<file path="config.mk">
export PLATFORM = sky130hd
export DESIGN_NAME = mmft_top
export DESIGN_NICKNAME = d
export VERILOG_FILES = /design/src/hw/mmft_pkg.sv /design/src/hw/mmft_tick.sv /design/src/hw/mmft_top.sv
export SDC_FILE = /design/constraint.sdc
export NUM_CORES = 1
export LEC_CHECK = 0
export BUFFER_PORTS_ARGS = -buffer_cell sky130_fd_sc_hd__buf_2
export CAP_MARGIN = 25
export CORE_ASPECT_RATIO = 0.75
export CORE_MARGIN = 1
export CORE_UTILIZATION = 50
export DETAILED_ROUTE_END_ITERATION = 10
export GPL_TIMING_DRIVEN = 1
export PLACE_DENSITY_LB_ADDON = 0.08
export SETUP_SLACK_MARGIN = 0.4
export SKIP_LAST_GASP = 1
export SYNTH_ARGS = -nofsm -noshare
export SYNTH_HDL_FRONTEND = slang
export SYNTH_SLANG_ARGS = --single-unit
</file>
<file path="constraint.sdc">
create_clock -name ref_clk -period 10.9 [get_ports ref_clk]
set_input_delay 2.18 -clock ref_clk [delete_from_list [all_inputs] [get_ports ref_clk]]
set_output_delay 2.18 -clock ref_clk [all_outputs]
set_load 0.005 [all_outputs]
</file>
<file path="src/hw/mmft_pkg.sv">
// shared constants and types for the multi-mode function timer
package mmft_pkg;
    // register byte offsets
    localparam logic [7:0] ADDR_CTRL    = 8'h00;
    localparam logic [7:0] ADDR_PERIOD  = 8'h04;
    localparam logic [7:0] ADDR_ELAPSED = 8'h08;
    localparam logic [7:0] ADDR_STATUS  = 8'h0c;
    // status field positions
    localparam int ST_OUT_BIT  = 0;
    localparam int ST_TRIG_BIT = 1;
    localparam int ST_IN_BIT   = 2;
    // count width: 500 h in tenths = 18000000, fits 25 bits
    localparam int CNT_W = 25;
    // period limits in tenths of a second
    localparam logic [24:0] PERIOD_MIN = 25'h0000001;
    localparam logic [24:0] PERIOD_MAX = 25'h112a880;
    localparam logic [24:0] PERIOD_RST = 25'h0000001;
    // tick timing
    localparam int CLK_HZ     = 100000000;
    localparam int TICK_MS    = 100;
    localparam int TICK_CYC   = CLK_HZ / 1000 * TICK_MS;
    // axi responses
    localparam logic [1:0] RESP_OKAY   = 2'h0;
    localparam logic [1:0] RESP_SLVERR = 2'h2;
    // timer type encodings as stored in the control register
    typedef enum logic [2:0] {
        MMFT_OFF,
        MMFT_PULSE,
        MMFT_ON_DELAY,
        MMFT_ONE_SHOT,
        MMFT_MIN_ON
    } mmft_type_t;
endpackage

</file>
<file path="src/hw/mmft_tick.sv">
// tenth-of-a-second tick prescaler
`timescale 1ns/1ps
module mmft_tick #(
    parameter int DIV = mmft_pkg::TICK_CYC
) (
    input  wire logic ref_clk,
    input  wire logic rst,
    output logic      tick
);
    import mmft_pkg::*;
    logic [31:0] cnt_ff;

    // free-running divider, one-cycle tick at wrap
    always_ff @(posedge ref_clk) begin
        if (rst) begin
            cnt_ff <= 32'h0;
            tick   <= 1'b0;
        end else if (cnt_ff == 32'(DIV - 1)) begin
            cnt_ff <= 32'h0;
            tick   <= 1'b1;
        end else begin
            cnt_ff <= cnt_ff + 32'h1;
            tick   <= 1'b0;
        end
    end
endmodule

</file>
<file path="src/hw/mmft_top.sv">
// multi-mode function timer with axi4-lite register slave
// Operation
// - five types: off, pulse, delay, shot, min-on
// - pulse: rising input starts output for period
// - pulse: re-trigger restarts timing from zero
// - pulse: flag equals output
// - on-delay: output on after period while input
// - on-delay: input off clears elapsed count
// - on-delay: flag equals input
// - shot: period write with input on starts
// - shot: input off forces output off, freezes
// - shot: flag set by write until off
// - shot: rewrite allowed, no self restart
// - min-on: output input plus one period
// - min-on: input return resets elapsed count
// - min-on: flag while elapsed above zero
// - period range tenth second to 500 hours
// - elapsed count readable
// - output state readable
//
// The placing of the registers and the AXI4-Lite slave port are this design's own decisions.
`timescale 1ns/1ps
module mmft_top #(
    parameter int TICK_DIV = mmft_pkg::TICK_CYC
) (
    input  wire logic        ref_clk,
    input  wire logic        rst,
    input  wire logic        trig_in,
    output logic             timer_out,
    output logic             triggered,
    input  wire logic [7:0]  s_axi_awaddr,
    input  wire logic        s_axi_awvalid,
    output logic             s_axi_awready,
    input  wire logic [31:0] s_axi_wdata,
    input  wire logic [3:0]  s_axi_wstrb,
    input  wire logic        s_axi_wvalid,
    output logic             s_axi_wready,
    output logic [1:0]       s_axi_bresp,
    output logic             s_axi_bvalid,
    input  wire logic        s_axi_bready,
    input  wire logic [7:0]  s_axi_araddr,
    input  wire logic        s_axi_arvalid,
    output logic             s_axi_arready,
    output logic [31:0]      s_axi_rdata,
    output logic [1:0]       s_axi_rresp,
    output logic             s_axi_rvalid,
    input  wire logic        s_axi_rready
);
    import mmft_pkg::*;

    logic             tick;
    logic [2:0]       in_sync_ff;
    logic             in_ff;
    logic             in_prev_ff;
    mmft_type_t       type_ff;
    logic [CNT_W-1:0] period_ff;
    logic [CNT_W-1:0] elapsed_ff;
    logic [CNT_W-1:0] nxt_elapsed;
    logic             running_ff;
    logic             nxt_running;
    logic             nxt_out;
    logic             nxt_trig;
    logic             shot_flag_ff;
    logic             nxt_shot_flag;
    logic             period_wr;
    logic             aw_held_ff;
    logic             w_held_ff;
    logic [7:0]       awaddr_ff;
    logic [31:0]      wdata_ff;
    logic [3:0]       wstrb_ff;
    logic             do_write;
    logic [31:0]      merged;
    logic [CNT_W-1:0] wr_period;
    logic             rise;
    logic             fall;
    logic             expired;

    mmft_tick #(
        .DIV (TICK_DIV)
    ) u_tick (
        .ref_clk (ref_clk),
        .rst     (rst),
        .tick    (tick)
    );

    // three-stage input synchroniser, change counted when stages 2 and 3 agree
    always_ff @(posedge ref_clk) begin
        if (rst) begin
            in_sync_ff <= 3'h0;
            in_ff      <= 1'b0;
            in_prev_ff <= 1'b0;
        end else begin
            in_sync_ff <= {in_sync_ff[1:0], trig_in};
            if (in_sync_ff[1] == in_sync_ff[2]) begin
                in_ff <= in_sync_ff[2];
            end
            in_prev_ff <= in_ff;
        end
    end

    assign rise    = in_ff & ~in_prev_ff;
    assign fall    = ~in_ff & in_prev_ff;
    assign expired = (elapsed_ff >= period_ff);

    // axi write channels, address and data taken in either order
    // ready is a registered one-cycle pulse; payload captured as it rises
    always_ff @(posedge ref_clk) begin
        if (rst) begin
            aw_held_ff    <= 1'b0;
            w_held_ff     <= 1'b0;
            awaddr_ff     <= 8'h0;
            wdata_ff      <= 32'h0;
            wstrb_ff      <= 4'h0;
            s_axi_awready <= 1'b0;
            s_axi_wready  <= 1'b0;
        end else begin
            s_axi_awready <= 1'b0;
            s_axi_wready  <= 1'b0;
            if (s_axi_awvalid && !s_axi_awready && !aw_held_ff && !s_axi_bvalid) begin
                s_axi_awready <= 1'b1;
                aw_held_ff    <= 1'b1;
                awaddr_ff     <= s_axi_awaddr;
            end
            if (s_axi_wvalid && !s_axi_wready && !w_held_ff && !s_axi_bvalid) begin
                s_axi_wready <= 1'b1;
                w_held_ff    <= 1'b1;
                wdata_ff     <= s_axi_wdata;
                wstrb_ff     <= s_axi_wstrb;
            end
            if (do_write) begin
                aw_held_ff <= 1'b0;
                w_held_ff  <= 1'b0;
            end
        end
    end

    assign do_write = aw_held_ff & w_held_ff & ~s_axi_bvalid;

    // byte-lane merge of write data onto the period register
    always_comb begin
        merged = {7'h0, period_ff};
        for (int i = 0; i < 4; i++) begin
            if (wstrb_ff[i]) begin
                merged[i*8 +: 8] = wdata_ff[i*8 +: 8];
            end
        end
        if (merged[31:CNT_W] != 7'h0 || merged[CNT_W-1:0] > PERIOD_MAX) begin
            wr_period = PERIOD_MAX;
        end else if (merged[CNT_W-1:0] < PERIOD_MIN) begin
            wr_period = PERIOD_MIN;
        end else begin
            wr_period = merged[CNT_W-1:0];
        end
    end

    assign period_wr = do_write && (awaddr_ff[7:2] == ADDR_PERIOD[7:2]);

    // write response and configuration registers
    always_ff @(posedge ref_clk) begin
        if (rst) begin
            s_axi_bvalid <= 1'b0;
            s_axi_bresp  <= RESP_OKAY;
            type_ff      <= MMFT_OFF;
            period_ff    <= PERIOD_RST;
        end else begin
            if (s_axi_bvalid && s_axi_bready) begin
                s_axi_bvalid <= 1'b0;
            end
            if (do_write) begin
                s_axi_bvalid <= 1'b1;
                s_axi_bresp  <= RESP_OKAY;
                unique case (awaddr_ff[7:2])
                    ADDR_CTRL[7:2]: begin
                        if (wstrb_ff[0] && wdata_ff[2:0] <= 3'h4) begin
                            type_ff <= mmft_type_t'(wdata_ff[2:0]);
                        end
                    end
                    ADDR_PERIOD[7:2]: begin
                        period_ff <= wr_period;
                    end
                    ADDR_ELAPSED[7:2], ADDR_STATUS[7:2]: begin
                    end
                    default: begin
                        s_axi_bresp <= RESP_SLVERR;
                    end
                endcase
            end
        end
    end

    // axi read channel, one-cycle answer
    always_ff @(posedge ref_clk) begin
        if (rst) begin
            s_axi_rvalid  <= 1'b0;
            s_axi_rdata   <= 32'h0;
            s_axi_rresp   <= RESP_OKAY;
            s_axi_arready <= 1'b0;
        end else begin
            s_axi_arready <= 1'b0;
            if (s_axi_rvalid && s_axi_rready) begin
                s_axi_rvalid <= 1'b0;
            end
            if (s_axi_arvalid && !s_axi_arready && !s_axi_rvalid) begin
                s_axi_arready <= 1'b1;
                s_axi_rvalid  <= 1'b1;
                s_axi_rresp   <= RESP_OKAY;
                unique case (s_axi_araddr[7:2])
                    ADDR_CTRL[7:2]:    s_axi_rdata <= {29'h0, type_ff};
                    ADDR_PERIOD[7:2]:  s_axi_rdata <= {7'h0, period_ff};
                    ADDR_ELAPSED[7:2]: s_axi_rdata <= {7'h0, elapsed_ff};
                    ADDR_STATUS[7:2]: begin
                        s_axi_rdata <= {29'h0, in_ff, triggered, timer_out};
                    end
                    default: begin
                        s_axi_rdata <= 32'h0;
                        s_axi_rresp <= RESP_SLVERR;
                    end
                endcase
            end
        end
    end

    // per-type timing behaviour
    always_comb begin
        nxt_elapsed   = elapsed_ff;
        nxt_running   = running_ff;
        nxt_out       = 1'b0;
        nxt_trig      = 1'b0;
        nxt_shot_flag = shot_flag_ff;
        unique case (type_ff)
            MMFT_OFF: begin
                nxt_elapsed   = '0;
                nxt_running   = 1'b0;
                nxt_shot_flag = 1'b0;
            end
            MMFT_PULSE: begin
                if (rise) begin
                    nxt_elapsed = '0;
                    nxt_running = 1'b1;
                end else if (running_ff && tick) begin
                    nxt_elapsed = elapsed_ff + 1'b1;
                    if (elapsed_ff + 1'b1 >= period_ff) begin
                        nxt_running = 1'b0;
                    end
                end
                nxt_out  = nxt_running;
                nxt_trig = nxt_running;
            end
            MMFT_ON_DELAY: begin
                nxt_running = 1'b0;
                if (!in_ff || fall) begin
                    nxt_elapsed = '0;
                end else if (tick && !expired) begin
                    nxt_elapsed = elapsed_ff + 1'b1;
                end
                nxt_out  = in_ff && (nxt_elapsed >= period_ff);
                nxt_trig = in_ff;
            end
            MMFT_ONE_SHOT: begin
                if (period_wr) begin
                    nxt_elapsed   = '0;
                    nxt_running   = 1'b1;
                    nxt_shot_flag = 1'b1;
                end else if (running_ff && in_ff && tick) begin
                    nxt_elapsed = elapsed_ff + 1'b1;
                    if (elapsed_ff + 1'b1 >= period_ff) begin
                        nxt_running = 1'b0;
                    end
                end
                if (running_ff && fall) begin
                    nxt_running = 1'b0;
                end
                nxt_out = nxt_running && in_ff;
                if (!nxt_out && timer_out && !period_wr) begin
                    nxt_shot_flag = 1'b0;
                end
                nxt_trig = nxt_shot_flag;
            end
            MMFT_MIN_ON: begin
                nxt_running = 1'b0;
                if (in_ff) begin
                    nxt_elapsed = '0;
                end else if (fall) begin
                    nxt_elapsed = {{(CNT_W-1){1'b0}}, 1'b1};
                end else if (elapsed_ff != '0 && tick) begin
                    if (elapsed_ff >= period_ff) begin
                        nxt_elapsed = '0;
                    end else begin
                        nxt_elapsed = elapsed_ff + 1'b1;
                    end
                end
                nxt_out  = in_ff || (nxt_elapsed != '0);
                nxt_trig = (nxt_elapsed != '0);
            end
            default: begin
                nxt_elapsed = '0;
                nxt_running = 1'b0;
            end
        endcase
    end

    // timer state and registered outputs
    always_ff @(posedge ref_clk) begin
        if (rst) begin
            elapsed_ff   <= '0;
            running_ff   <= 1'b0;
            shot_flag_ff <= 1'b0;
            timer_out    <= 1'b0;
            triggered    <= 1'b0;
        end else begin
            elapsed_ff   <= nxt_elapsed;
            running_ff   <= nxt_running;
            shot_flag_ff <= nxt_shot_flag;
            timer_out    <= nxt_out;
            triggered    <= nxt_trig;
        end
    end
endmodule

</file>
Word level (Yosys, flattened, before mapping)
Index checks and enable logic that the tools add are counted.

Add/subtract/negate cells: 2. Magnitude comparators: 6. Eq/ne operators: 14. Multiplexer cells: 43. Bitwise operators: 7. Reduce and logical (&&, ||, !) cells: 52.

Operators by type and width (count): $mux 25 (14); $pmux 25 s4 (2); $ge 25x25->1 (3); $reduce_bool 25->1 (2); $add 32x1->32 const B (1); $eq 32x24->1 const B (1); $mux 8 (4); $add 25x1->25 const B (1); $gt 25x25->1 const B (1); $lt 25x1->1 const B (1); $eq 6x2->1 const B (4); $logic_and 1x1->1 (22); $mux 1 (17); $eq 6x1->1 const B (2); $logic_not 6->1 (2); $logic_not 1->1 (11); $pmux 1 s4 (2); $reduce_or 4->1 (2); $reduce_bool 7->1 (1); $eq 3x2->1 const B (2); $ne 3x3->1 const B (2); $reduce_bool 2->1 (3); $and 1x1->1 (4); $mux 2 (2); 11 further kinds (18).

Bits in registers: 182. Bits of input ports: 60. Output and inout bits: 43. Word-level logic and storage cells: 149.

Depth between registers and ports, before layout
Depth in word-level cells: 13. Depth in mapped cells: 23. Mapped depth without buffers: 21.

By module
Synthesis repeated with hierarchy kept, for this count alone.

Cell total of the unflattened synthesis: 1404. Area, all modules: 11151.9 µm².

By module, submodules not included: mmft_top (instances 1, cells an instance 1219, area each 9547.9 µm², seq. area each 2762.6 µm²); mmft_tick (instances 1, cells an instance 185, area each 1604.0 µm², seq. area each 660.6 µm²).

Least setup slack after synthesis
No wires, ideal clock.

Kind: reg2reg. From: reg elapsed_ff[0]. To: reg timer_out. Setup time: 0.074 ns. Arrival: 4.320 ns. Required time: 10.826 ns. Slack: 6.506 ns. Stages on the path, launching flop included: 23. Path buffers: 2. Clock period less this slack: 4.394 ns. Path through: dfxtp_1 -> buf_2 -> inv_1 -> ha_1 -> nor2b_1 -> o21ai_0 -> a31oi_1 -> o211ai_2 -> nor2_1 -> clkbuf_1 -> nand2_1 -> xnor2_1 -> and2_1 -> ha_1 -> nand4_1 -> nor3_1 -> o21ai_0 -> a21oi_1 -> nor4_1 -> a2111oi_0 -> o21ai_0 -> a31o_2 -> a31oi_1.

Longest elaborated chain between the ends: 9. Elaborated cells on any way between the ends: 28. Those cells by class: add/sub: 1; order compare: 3; mux: 16; reduce/logical: 8.

Ends and longest elaborated chain: start, declared (RTL line mmft_top.sv:57) `logic [CNT_W-1:0] elapsed_ff;`; start signal, assigned (RTL line mmft_top.sv:311) `elapsed_ff <= nxt_elapsed;`; $add 25x1->25 (tied with other cells); $ge 25x25->1 (tied with other cells) (RTL line mmft_top.sv:242, mmft_top.sv:266); $mux 1 (tied with other cells) (RTL line mmft_top.sv:242, mmft_top.sv:266); $mux 1 (tied with other cells) (RTL line mmft_top.sv:264) `end else if (running_ff && in_ff && tick) begin`; $mux 1 (tied with other cells) (RTL line mmft_top.sv:260) `if (period_wr) begin`; $mux 1 / $mux 25 (equally long branches) (RTL line mmft_top.sv:270, mmft_top.sv:230); $mux 1 (tied with other cells) (RTL line mmft_top.sv:230) `unique case (type_ff)`; $logic_and 1x1->1 (tied with other cells) (RTL line mmft_top.sv:273) `nxt_out = nxt_running && in_ff;`; $pmux 1 s4 * (RTL line mmft_top.sv:230); end signal, assigned (RTL line mmft_top.sv:314) `timer_out <= nxt_out;`; end, declared (RTL line mmft_top.sv:29) `output logic timer_out,`.

Every way passes the cells marked *; elsewhere a longest branch is shown, timed or not. The select of a mux whose other input is x is not followed. A chain may end at the register's enable or synchronous reset.

Worst setup path after layout
From: reg period_ff[20]. To: reg timer_out.

Longest elaborated chain between the ends: 9. Elaborated cells on any way between the ends: 25. Those cells by class: order compare: 3; mux: 16; reduce/logical: 6.

Ends and longest elaborated chain: start, declared (RTL line mmft_top.sv:56) `logic [CNT_W-1:0] period_ff;`; start signal, assigned (RTL line mmft_top.sv:179) `period_ff <= wr_period;`; $ge 25x25->1 (RTL line mmft_top.sv:103, mmft_top.sv:286); $logic_not 1->1 / $mux 25 (equally long branches) (RTL line mmft_top.sv:253, mmft_top.sv:286); $logic_and 1x1->1 / $mux 25 (equally long branches) (RTL line mmft_top.sv:253, mmft_top.sv:285); $mux 25 (on tied branches) (RTL line mmft_top.sv:253, mmft_top.sv:283); $mux 25 (on tied branches) (RTL line mmft_top.sv:251, mmft_top.sv:281); $mux 25 (RTL line mmft_top.sv:230); $ge 25x25->1 / $reduce_bool 25->1 (equally long branches) (RTL line mmft_top.sv:256, mmft_top.sv:292); $logic_and 1x1->1 / $logic_or 1x1->1 (equally long branches) (RTL line mmft_top.sv:256, mmft_top.sv:292); $pmux 1 s4 * (RTL line mmft_top.sv:230).

Marks and branches as above.

==> flow_metrics.env <==
export IMPL_final_cell_mix="nor2_1 (185), dfxtp_1 (171), nand2_1 (157), a21oi_1 (133), buf_2 (88)"
export IMPL_die_w_um=172
export IMPL_synthTopCellsByArea="dfxtp_1 (31%), ha_1 (9.0%), nor2_1 (6.4%)"
export IMPL_rows=46
export IMPL_wl_um=34400
export IMPL_drive_above_1_share_pct=11.9
export IMPL_crit_path_max_fanout=15
export IMPL_post_cts_resized=0
export IMPL_insertion_delay_ns=0.45
export IMPL_fin_crit_ns=6.45
export IMPL_p_seq_share_pct=47.3
export IMPL_synth_top_cell_by_area="dfxtp_1"
export IMPL_min_path_type="flop to flop"
export IMPL_syn_avg_cell_area_um2=7.73
export IMPL_hold_viol_final=0
export IMPL_power_report_internal_total_uw=1050
export IMPL_cts_made_buffers=17
export IMPL_maxCapViolCount=0
export IMPL_seq_area_um2=3420
export IMPL_clock_skew_ns=0.0124
export IMPL_nFillCells=2045
export IMPL_cp_required_ns=11.26
export IMPL_area_growth_synth_to_final_pct=11.6
export IMPL_rrSetupSlack_ns=4.45
export IMPL_grt_max_degree=76
export IMPL_p_sw_share_pct=24.6
export IMPL_rsz0062_at_grt="false"
export IMPL_yosysWarnings=0
export IMPL_overflow=0
export IMPL_dr_total_vias=10700
export IMPL_first_iter_violations=1489
export IMPL_cts_setup_buffers=0
export IMPL_die_y_um=130
export IMPL_cellPowerDensity_nw_per_um2=114
export IMPL_synth_distinct_cells=77
export IMPL_tightest_slew_ns=1.22
export IMPL_crit_arrival_ns=6.81
export IMPL_track_usage_pct=31.7
export IMPL_clock_sinks=171
export IMPL_status="complete, no violations"
export IMPL_h_tree_depth=4
export IMPL_startpoint_type="flop"
export IMPL_wl_per_cell_um=19.6
export IMPL_via_per_inst=6.07
export IMPL_dieArea_um2=22400
export IMPL_ys_ff_latch=171
export IMPL_postCtsHoldBufs=0
export IMPL_drv_slew=0
export IMPL_initial_core_util_pct=51.3
export IMPL_combPwrFrac_pct=6.0
export IMPL_peakVddDrop_uv=109
export IMPL_pwr_share_clk_pct=46.7
export IMPL_clk_pin_slew_ns=0.07
export IMPL_finalSetupViolCount=0
export IMPL_cts_buffer_depth=2
export IMPL_ys_flop_type="dfxtp_1"
export IMPL_final_common_cell="nor2_1"
export IMPL_async_flop_share_pct=0
export IMPL_syn_inst=1408
export IMPL_gp_congestion=0.964
export IMPL_ant_nets=0
export IMPL_yosysTopAreaCellShare_pct=31.4
export IMPL_crit_type="flop to flop"
export IMPL_cts_tree="built"
export IMPL_timing_fmax_ghz=0.155
export IMPL_grt_pass1_wl_um=54000
export IMPL_coreArea_um2=21200
export IMPL_p_sw_uw=341
export IMPL_cts_root_buf="clkbuf_16"
export IMPL_nets=1597
export IMPL_fin_tns_setup_ns=0
export IMPL_portBuffers=89
export IMPL_multi_input_area_um2=6940
export IMPL_synth_edf_count=0
export IMPL_dp_hpwl_um=25400
export IMPL_p_leak_uw=0.00466
export IMPL_ios=103
export IMPL_drc=0
export IMPL_diodes=0
export IMPL_synth_seq_area_share_pct=31.4
export IMPL_netlist_area_um2=10900
export IMPL_end_kind="flop"
export IMPL_power_total_uw=1390
export IMPL_slew_headroom_pct=18.8
export IMPL_finalCritPeriodShare_pct=59.1
export IMPL_first_global_vias=9585
export IMPL_grt_antenna_before_repair=0
export IMPL_drtPass1Iterations=7
==> area by class of cell <==
type                            instances  share of cell area, %
Multi-Input combinational cell       1110                   57.1
Sequential cell                       171                   28.2
Timing Repair Buffer                  113                   5.20
Clock buffer                           20                   3.76
Tap cell                              288                   2.97
Inverter                               46                   1.42
Clock inverter                         12                   1.32
==> metrics by stage <==
| step | area (um2) | hold WS [ns] | setup slack, ns | cells | util, % |
|---|---|---|---|---|---|
| floorplan | 10900 | 0.414 | 6.51 | 1416 | - |
| global placement | 11500 | 0.424 | 4.85 | 1727 | 54.2 |
| detailed placement | 11500 | 0.448 | 4.84 | 1728 | 54.3 |
| CTS | 12100 | 0.460 | 4.78 | 1760 | 57.2 |
| global route | 12100 | 0.482 | 4.29 | 1760 | 57.2 |
| finish | 12100 | 0.456 | 4.45 | 1760 | 57.2 |
==> power groups by stage <==
stage | clock network [uW] | registers, uW | logic, uW
after global routing | 681 | 658 | 93.2
final | 649 | 656 | 83.1
after CTS | 657 | 656 | 82.9
after global placement | 0 | 670 | 81.3
after detailed placement | 0 | 670 | 82.3
after floorplan | 0 | 664 | 59.8
==> cells by family (layout without fill, tap and decap cells) <==
family                     count (synthesis)  count (layout)  synth area share, %
buffers and inverters                    135             191                 5.31
other                                      1               9               0.0344
DFF                                      171             171                 31.4
muxes                                     21              21                 2.28
AOI/OAI and AO/OA                        359             359                 21.1
adders and majority gates                 78              78                 8.96
xor gates and xnor gates                  76              76                 6.11
and+or+nand+nor                          567             567                 24.8
==> final timing paths <==
| kind | start | endpoint | depth (start not counted) |
|---|---|---|---|
| worst min-delay path | in_sync_ff[0]$_SDFF_PP0_ | in_sync_ff[1]$_SDFF_PP0_ | 1 |
| worst max register to register | period_ff[20]$_SDFFE_PP0P_ | timer_out$_SDFF_PP0_ | 21 |
| worst max-delay path | period_ff[20]$_SDFFE_PP0P_ | timer_out$_SDFF_PP0_ | 21 |
| worst min register to register | in_sync_ff[0]$_SDFF_PP0_ | in_sync_ff[1]$_SDFF_PP0_ | 1 |
==> critical path, cell delays in order, from the launching register on <==
cell	delay, ns
dfxtp_1	0.45
inv_1	0.16
ha_1	0.35
nand4_1	0.23
nor4_1	0.40
nand2_1	0.16
o21ai_0	0.68
nor2_1	0.22
nand2_1	0.64
nor3_1	0.18
xnor2_1	0.22
nor2_1	0.08
ha_1	0.28
nand4_1	0.10
nor3_1	0.47
o21ai_0	0.18
a21oi_1	0.17
nor4_1	0.06
a2111oi_0	0.65
o21ai_0	0.25
a31o_2	0.27
a31oi_1	0.18
==> synth_stat cells (9+ instances only) <==
cell and count:
nand2_1 157, and2_1 9, nand3_1 44, a22oi_1 29, o21ai_0 63, xor2_1 29, inv_1 45, nor2_1 185
a21oi_1 133, nor3_1 39, nor4_1 27, a31oi_1 12, nor2b_1 15, o21a_1 9, a22o_1 13, ha_1 78
mux2i_1 18, dfxtp_1 171, clkbuf_1 64, nand4_1 27, and3_1 17, buf_4 13, xnor2_1 47
==> layer usage <==
metal  wire, um  share of wire (%)  GRT usage [%]
met1      16600                 48           47.3
met2      13500                 39           43.8
met3       3660                 11           8.01
met4        670                1.9           9.84
met5          0                  0              0
==> sequential cells by signal, indices dropped and copies added, names as in the netlist, 3 cells and up <==
name / flops
awaddr_ff: 6
elapsed_ff: 25
in_sync_ff: 3
period_ff: 25
s_axi_rdata: 25
type_ff: 3
u_tick.cnt_ff: 32
wdata_ff: 32
wstrb_ff: 4
Note: power is estimated with default switching activity, not from simulation.
